<file path="config.mk">
export PLATFORM = sky130hd
export DESIGN_NAME = reset_cause_recorder
export DESIGN_NICKNAME = d
export VERILOG_FILES = /design/src/verilog/cause_sync.v /design/src/verilog/reset_cause_recorder.v
export VERILOG_INCLUDE_DIRS = /design/src /design/src/verilog
export SDC_FILE = /design/constraint.sdc
export NUM_CORES = 1
export LEC_CHECK = 0
export BUFFER_PORTS_ARGS = -buffer_cell sky130_fd_sc_hd__buf_4
export CORE_ASPECT_RATIO = 0.9
export CORE_MARGIN = 3
export CORE_UTILIZATION = 44
export DETAILED_ROUTE_END_ITERATION = 10
export MAX_ROUTING_LAYER = met4
export PLACE_DENSITY = 0.7
export SLEW_MARGIN = 20
export SYNTH_ARGS = -nofsm -noshare
export SYNTH_HDL_FRONTEND = slang
export SYNTH_SLANG_ARGS = --single-unit
</file>
<file path="constraint.sdc">
create_clock -name mclk_i -period 2.1 [get_ports mclk_i]
set_clock_uncertainty 0.1 [all_clocks]
set_input_delay 0.21 -clock mclk_i [delete_from_list [all_inputs] [get_ports mclk_i]]
set_output_delay 0.21 -clock mclk_i [all_outputs]
set_load 0.05 [all_outputs]
</file>
<file path="src/verilog/reset_cause_recorder_regs.vh">
// register map, field positions and constants of the reset cause recorder
`ifndef RESET_CAUSE_RECORDER_REGS_VH
`define RESET_CAUSE_RECORDER_REGS_VH

// ******************************************************
// register indices (byte address is four times index)
// ******************************************************
`define IDX_CAUSE_FLAGS 3'h0
`define IDX_SW_RESET 3'h1
`define IDX_IRQ_STATUS 3'h2
`define IDX_IRQ_MASK 3'h3
`define IDX_BOOT_STATUS 3'h4

// ******************************************************
// field positions of the cause flag register
// ******************************************************
`define BIT_POWER_ON 0
`define BIT_UNDERVOLTAGE 1
`define BIT_PIN 2
`define BIT_WATCHDOG 3
`define BIT_SOFTWARE 4
`define BIT_DEBUG_PORT 5
`define NUM_CAUSES 6
`define CAUSE_ALL_ONES 6'h3f
`define CAUSE_ONLY_POR 6'h01
`define CAUSE_NONE 6'h00
`define BIT_SW_TRIGGER 0

// ******************************************************
// reset values and timing
// ******************************************************
`define MASK_RESET 6'h00
`define BOOT_CYCLES_DEFAULT 16
`define SW_RESET_PULSE_CYCLES 4
`define BYTE_ZERO 8'h00
`define WORD_ZERO 32'h00000000

`endif
</file>
<file path="src/verilog/cause_sync.v">
// two-stage synchroniser bank for asynchronous reset request lines
`timescale 1ns/1ps
module cause_sync
#(
  parameter WIDTH = 6
)
(
  // clock
  input wire mclk_i,
  // asynchronous inputs and synchronised outputs
  input wire [WIDTH-1:0] async_i,
  output wire [WIDTH-1:0] sync_o
);
  reg [WIDTH-1:0] meta_r;
  reg [WIDTH-1:0] stable_r;

  // no reset here: a request must survive the reset it causes
  genvar g;
  generate
    for (g = 0; g < WIDTH; g = g + 1)
    begin : stage
      always @(posedge mclk_i)
      begin
        meta_r[g] <= async_i[g];
        stable_r[g] <= meta_r[g];
      end
    end
  endgenerate

  assign sync_o = stable_r;
endmodule

</file>
<file path="src/verilog/reset_cause_recorder.v">
// reset cause recorder with software reset request and wishbone slave
//
// Function
// - 8-bit cause flag register, bits 7:6 zero
// - writing one clears a flag, zero keeps
// - power-on reset clears all but power-on flag
// - debug port reset sets flag bit 5
// - software reset sets flag bit 4
// - watchdog reset sets flag bit 3
// - pin reset sets flag bit 2
// - undervoltage reset sets flag bit 1
// - power-on sets bit 0, cleared by software only
// - after power-on only power-on flag set
// - other flags blocked until boot completes
// - software reset register, trigger bit 0
`timescale 1ns/1ps
`include "reset_cause_recorder_regs.vh"
module reset_cause_recorder
#(
  parameter BOOT_CYCLES = `BOOT_CYCLES_DEFAULT,
  parameter SW_PULSE_CYCLES = `SW_RESET_PULSE_CYCLES
)
(
  // clock and reset
  input wire mclk_i,
  input wire rst_i,
  // reset request lines from the sources (asynchronous)
  input wire power_on_req_i,
  input wire undervoltage_req_i,
  input wire pin_req_i,
  input wire watchdog_req_i,
  input wire debug_port_req_i,
  // wishbone slave
  input wire cyc_i,
  input wire stb_i,
  input wire we_i,
  input wire [4:0] adr_i,
  input wire [3:0] sel_i,
  input wire [31:0] dat_i,
  output wire [31:0] dat_o,
  output wire ack_o,
  output wire err_o,
  // system side
  output wire system_reset_o,
  output wire boot_done_o,
  output wire irq_o
);

  // ******************************************************
  // functions
  // ******************************************************
  // word index of the bus address, valid only for aligned words
  function [2:0] reg_index;
    input [4:0] adr;
    begin
      reg_index = adr[4:2];
    end
  endfunction

  function is_mapped;
    input [4:0] adr;
    begin
      is_mapped = (adr[1:0] == 2'h0) &&
                  (adr[4:2] <= `IDX_BOOT_STATUS);
    end
  endfunction

  // ******************************************************
  // synchronise the request lines
  // ******************************************************
  wire [`NUM_CAUSES-1:0] req_async;
  wire [`NUM_CAUSES-1:0] req_sync;
  reg sw_req_r;

  // software requests are already synchronous; the slot is tied low
  assign req_async[`BIT_POWER_ON] = power_on_req_i;
  assign req_async[`BIT_UNDERVOLTAGE] = undervoltage_req_i;
  assign req_async[`BIT_PIN] = pin_req_i;
  assign req_async[`BIT_WATCHDOG] = watchdog_req_i;
  assign req_async[`BIT_SOFTWARE] = 1'b0;
  assign req_async[`BIT_DEBUG_PORT] = debug_port_req_i;

  cause_sync
  #(
    .WIDTH(`NUM_CAUSES)
  )
  u_sync
  (
    .mclk_i(mclk_i),
    .async_i(req_async),
    .sync_o(req_sync)
  );

  reg [`NUM_CAUSES-1:0] req_d_r;
  wire [`NUM_CAUSES-1:0] req_now;
  wire [`NUM_CAUSES-1:0] req_rise;

  assign req_now = {req_sync[`NUM_CAUSES-1:`BIT_SOFTWARE+1], sw_req_r,
                    req_sync[`BIT_SOFTWARE-1:0]};
  assign req_rise = req_now & ~req_d_r;

  // ******************************************************
  // bus decode
  // ******************************************************
  reg ack_r;
  reg err_r;
  reg [31:0] dat_r;
  wire bus_req;
  wire wr_ok;
  wire lane0;
  wire [2:0] idx;
  wire [7:0] wbyte;

  assign bus_req = cyc_i && stb_i && !ack_r && !err_r;
  assign idx = reg_index(adr_i);
  assign lane0 = sel_i[0];
  assign wbyte = dat_i[7:0];
  assign wr_ok = bus_req && we_i && is_mapped(adr_i) && lane0;

  wire wr_flags;
  wire wr_swr;
  wire wr_istat;
  wire wr_imask;
  assign wr_flags = wr_ok && (idx == `IDX_CAUSE_FLAGS);
  assign wr_swr = wr_ok && (idx == `IDX_SW_RESET);
  assign wr_istat = wr_ok && (idx == `IDX_IRQ_STATUS);
  assign wr_imask = wr_ok && (idx == `IDX_IRQ_MASK);

  // ******************************************************
  // boot sequencer
  // ******************************************************
  localparam ST_BOOT = 3'b001;
  localparam ST_RUN = 3'b010;
  localparam ST_SWRST = 3'b100;

  // counter wide enough for any sensible boot length; the last values
  // are cut to the counter width on purpose
  localparam CW = 16;
  localparam integer BOOT_LAST_I = BOOT_CYCLES - 1;
  localparam integer PULSE_LAST_I = SW_PULSE_CYCLES - 1;
  localparam [CW-1:0] BOOT_LAST = BOOT_LAST_I[CW-1:0];
  localparam [CW-1:0] PULSE_LAST = PULSE_LAST_I[CW-1:0];

  reg [2:0] state_r;
  reg [2:0] state_nxt;
  reg [CW-1:0] cnt_r;
  reg [CW-1:0] cnt_nxt;
  reg sysrst_r;
  reg boot_done_r;
  reg por_block_r;
  wire any_reset;

  // any source reset, including one raised by software
  assign any_reset = |req_rise;

  always @*
  begin
    state_nxt = state_r;
    cnt_nxt = cnt_r;
    case (state_r)
      ST_BOOT:
      begin
        if (any_reset)
          cnt_nxt = {CW{1'b0}};
        else if (cnt_r == BOOT_LAST)
          state_nxt = ST_RUN;
        else
          cnt_nxt = cnt_r + 1'b1;
      end
      ST_RUN:
      begin
        cnt_nxt = {CW{1'b0}};
        if (wr_swr && wbyte[`BIT_SW_TRIGGER])
          state_nxt = ST_SWRST;
        else if (any_reset)
          state_nxt = ST_BOOT;
      end
      ST_SWRST:
      begin
        if (cnt_r == PULSE_LAST)
        begin
          state_nxt = ST_BOOT;
          cnt_nxt = {CW{1'b0}};
        end
        else
          cnt_nxt = cnt_r + 1'b1;
      end
      default:
      begin
        state_nxt = ST_BOOT;
        cnt_nxt = {CW{1'b0}};
      end
    endcase
  end

  always @(posedge mclk_i)
  begin
    if (rst_i)
    begin
      state_r <= ST_BOOT;
      cnt_r <= {CW{1'b0}};
      req_d_r <= `CAUSE_NONE;
      sw_req_r <= 1'b0;
    end
    else
    begin
      state_r <= state_nxt;
      cnt_r <= cnt_nxt;
      req_d_r <= req_now;
      // one-cycle software request as the system reset begins
      sw_req_r <= (state_r == ST_RUN) && (state_nxt == ST_SWRST);
    end
  end

  // system reset held during boot and the software pulse
  always @(posedge mclk_i)
  begin
    if (rst_i)
    begin
      sysrst_r <= 1'b1;
      boot_done_r <= 1'b0;
    end
    else
    begin
      sysrst_r <= (state_nxt != ST_RUN);
      boot_done_r <= (state_nxt == ST_RUN);
    end
  end

  // ******************************************************
  // cause flags
  // ******************************************************
  reg [`NUM_CAUSES-1:0] flags_r;
  reg [`NUM_CAUSES-1:0] flags_nxt;
  reg [`NUM_CAUSES-1:0] clr;
  reg [`NUM_CAUSES-1:0] set;

  always @*
  begin
    clr = wr_flags ? wbyte[`NUM_CAUSES-1:0] : `CAUSE_NONE;
    set = req_rise;
    // hold off the other causes until boot after power-on ends
    if (por_block_r)
      set = set & `CAUSE_ONLY_POR;
    flags_nxt = flags_r & ~clr;
    if (req_rise[`BIT_POWER_ON])
      flags_nxt = `CAUSE_ONLY_POR;
    else
      flags_nxt = flags_nxt | set;
  end

  // flags survive rst_i: only a power-on event or software clears them;
  // the power-up value is undefined, as a real cause register would be
  always @(posedge mclk_i)
  begin
    flags_r <= flags_nxt;
  end

  always @(posedge mclk_i)
  begin
    if (rst_i)
      por_block_r <= 1'b1;
    else if (req_rise[`BIT_POWER_ON])
      por_block_r <= 1'b1;
    else if (state_r == ST_RUN)
      por_block_r <= 1'b0;
  end

  // ******************************************************
  // interrupts
  // ******************************************************
  reg [`NUM_CAUSES-1:0] istat_r;
  reg [`NUM_CAUSES-1:0] imask_r;
  reg irq_r;
  wire [`NUM_CAUSES-1:0] iclr;

  assign iclr = wr_istat ? wbyte[`NUM_CAUSES-1:0] : `CAUSE_NONE;

  // a recorded event wins over a clear in the same cycle
  always @(posedge mclk_i)
  begin
    if (rst_i)
    begin
      istat_r <= `CAUSE_NONE;
      imask_r <= `MASK_RESET;
      irq_r <= 1'b0;
    end
    else
    begin
      istat_r <= (istat_r & ~iclr) | (flags_nxt & ~flags_r);
      if (wr_imask)
        imask_r <= wbyte[`NUM_CAUSES-1:0];
      irq_r <= |(((istat_r & ~iclr) | (flags_nxt & ~flags_r)) &
                 (wr_imask ? wbyte[`NUM_CAUSES-1:0] : imask_r));
    end
  end

  // ******************************************************
  // read data and acknowledge
  // ******************************************************
  reg [7:0] rbyte;

  always @*
  begin
    case (idx)
      `IDX_CAUSE_FLAGS: rbyte = {2'h0, flags_r};
      `IDX_SW_RESET: rbyte = `BYTE_ZERO;
      `IDX_IRQ_STATUS: rbyte = {2'h0, istat_r};
      `IDX_IRQ_MASK: rbyte = {2'h0, imask_r};
      `IDX_BOOT_STATUS: rbyte = {7'h00, boot_done_r};
      default: rbyte = `BYTE_ZERO;
    endcase
  end

  // one wait-free answer in the cycle after the request is seen
  always @(posedge mclk_i)
  begin
    if (rst_i)
    begin
      ack_r <= 1'b0;
      err_r <= 1'b0;
      dat_r <= `WORD_ZERO;
    end
    else
    begin
      ack_r <= bus_req && is_mapped(adr_i);
      err_r <= bus_req && !is_mapped(adr_i);
      if (bus_req && !we_i && is_mapped(adr_i))
        dat_r <= {24'h000000, rbyte};
      else
        dat_r <= `WORD_ZERO;
    end
  end

  assign dat_o = dat_r;
  assign ack_o = ack_r;
  assign err_o = err_r;
  assign system_reset_o = sysrst_r;
  assign boot_done_o = boot_done_r;
  assign irq_o = irq_r;
endmodule

</file>
==> results_dict.tcl <==
set metrics [dict create \
    dieArea_um2 7690 \
    crit_chain "or4_4 -> nor4_4 -> and4_4 -> a41oi_2 -> or2_1" \
    cp_slowest_cell "or4_4" \
    ys_ff_latch 66 \
    status "complete, no violations" \
    place_hpwl_mm 3.94 \
    wire_per_inst_um 11.9 \
    yosys_warnings 0 \
    synth_area_um2 2940 \
    fmax_ghz 0.499 \
    leakagePower_uw 0.00143 \
    synth.distinct_cells 57 \
    gr-total-overflow 0 \
    grtUsageMet1 0.192 \
    track_usage 0.154 \
    avgSynthCellArea_um2 8.98 \
    syn_inst 327 \
    grt_max_degree 24 \
    cp-end-kind "flip-flop" \
    grt_pass1_wl_mm 9.31 \
    synthArstFlopShare 0 \
    die_h_um 83.5 \
    cts_tree "done" \
    cts_max_path_buffers 2 \
    vias 2273 \
    cp_num_buf_inv 0 \
    ant_nets 0 \
    nNetsFinal 423 \
    synth_edf_count 0 \
    initial_core_util 0.467 \
    tns_ps 0 \
    arrival_ps 2130 \
    ir_worst_vdd_v 0.000442 \
    fin_crit_sh 0.953 \
    first_global_vias 2065 \
    top_usage_layer "met2" \
    pin_count 88 \
    cp_top_family "simple AND/OR/NAND/NOR gates" \
    drt_iter0_drc 108 \
    cts.sinks 66 \
    viasPerCell 4.91 \
    p_per_area_nw_per_um2 746 \
    cp_slowest_stage_delay_ps 570 \
    grt.met3_usage 0.0586 \
    ys.flop_type "dfxtp_1" \
    maxSlewViolCount 0 \
    cp_data_required_time_ps 2220 \
    port-buffer-count 32 \
    antenna_found_initial 0 \
    n_antenna_cell 0 \
    crit_path_max_fanout 5 \
    maxCapViolCount 0 \
    gr-usage-met2 0.226 \
    coreArea_um2 6280 \
    drive_gt1_frac 0.223 \
    cts_max_level 3 \
    worstSkewPairLatency_ps 340 \
    ys_seq_area_frac 0.450 \
    routed_wl_mm 5.52 \
    first_pass_iters 4 \
    hold_viol 0 \
    setup_viol 0 \
    path_class "reg -> reg" \
    die_w_um 92.1 \
    rows 27 \
    area_growth_pct 19.1 \
    final.min_clock_period_ps 2000 \
    cts-buffers-inserted 9 \
    clk_pin_slew_ps 80 \
    crit_path_start_kind "flip-flop" \
    worst_slack_ps 97.8 \
    gp_congestion 0.842 \
    root_buffer "clkbuf_8" \
    place_ws_ps 41.3 \
    hold_path_class "in -> reg" \
    route.detailed.drc 0 \
]
## cells in the mapped netlist (all sizes together), types with 3 or more instances
cell type,n,area [um2]
o21ai,4,23.8
inv,7,26.3
and2,9,56.3
clkbuf,10,41.3
or2b,6,51.3
nor2b,6,37.5
a21oi,14,70.1
a31oi,9,56.3
dfxtp,66,1320
nand4,9,56.3
xnor2,6,52.6
or4,3,30.0
nand3,10,50.1
nor3,10,50.1
xor2,6,52.6
and4,3,28.8
a21o,4,30.0
mux2i,9,90.1
buf,30,226
nor2,51,191
mux2,3,33.8
nand2,16,60.1
nor4,6,52.6
## area by class of cell
| class | count | area [um2] |
|---|---|---|
| Fill cell | 588 | 2790 |
| Multi-Input combinational cell | 239 | 1440 |
| Sequential cell | 66 | 1320 |
| Timing Repair Buffer | 48 | 385 |
| Clock buffer | 11 | 151 |
| Tap cell | 87 | 109 |
| Clock inverter | 5 | 61.3 |
| Inverter | 7 | 26.3 |
## final timing paths
| path | from | depth (start not counted) | endpoint | slack (ps) |
|---|---|---|---|---|
| worst max-delay path | cnt_r[6] | 5 | system_reset_o | 100 |
| worst min-delay path | adr_i[4] | 2 | dat_o[4] | 40 |
| worst max register to register | cnt_r[6] | 5 | system_reset_o | 100 |
| worst min register to register | u_sync.meta_r[3] | 0 | u_sync.sync_o[3] | 230 |
## placed cells by master (no fill, tap or decap), types with 2 or more instances in the layout
cell type and instances:
a22oi_1 2, xor2_1 6, clkinvlp_4 3, nor3_2 2, a21oi_1 14, a21o_1 4, nand4_1 9, and2_1 9
conb_1 26, nor2b_1 6, mux2i_1 9, o211ai_1 2, mux2_2 3, nor4_1 5, nor3_1 8, or3_2 2
dfxtp_1 65, and4_1 2, a31oi_1 8, o21ai_0 3, or4_4 2, inv_1 7, nor3b_1 2, clkbuf_8 11
or2b_2 5, xnor2_1 6, nand2_1 16, buf_4 42, dlygate4sd3_1 5, nor2_1 51, nand3_1 9
## layer usage
metal,vias up,share of wire,wire length [um]
met5,-,0,0
met2,79,0.44,2430
met3,8,0.075,413
met4,0,0.013,72
li1,1165,-,-
met1,1021,0.47,2600
## per-stage QoR
stage | utilization | hold WS (ps) | power, uW | std cells | cell area [um2]
floorplan | - | 138 | 1510 | 352 | 3030
global placement | 0.508 | 212 | 1520 | 440 | 3190
detailed placement | 0.508 | 212 | 1530 | 440 | 3190
CTS | 0.550 | 7.93 | 2650 | 461 | 3450
global route | 0.557 | 19.9 | 2730 | 463 | 3500
finish | 0.557 | 37.1 | 2610 | 463 | 3500
## timing repair
item                                   CTS  global route
gates resized for setup                  0             6
setup endpoints to repair                0            20
endpoints found under the hold margin    5             0
buffers inserted                         0             2
hold buffers                             5             0
## power by group
group	switching (uW)	internal, uW	leakage (uW)
logic	171	64.3	0.000791
clock network	486	616	0.0000982
registers	5.41	1270	0.000538
total	662	1950	0.00143
## registers in the layout, summed over array words and instances (netlist names), 3 cells and up
name and flops:
req_d_r 6, dat_o 6, cnt_r 16, u_sync.sync_o 5, state_r 3, u_sync.meta_r 5, imask_r 6, flags_r 6
istat_r 6
## cell families (layout without fill, tap and decap cells)
logic type,Yosys count,after routing,share of synthesized area
compound gates,43,43,0.0971
xor+xnor,12,12,0.0358
fa+ha+maj,1,1,0.00426
buf+inv,47,71,0.100
flops,66,66,0.450
mux,12,12,0.0422
other cells,1,26,0.00128
simple gates,145,145,0.269
(Power assumes the default switching activity.)
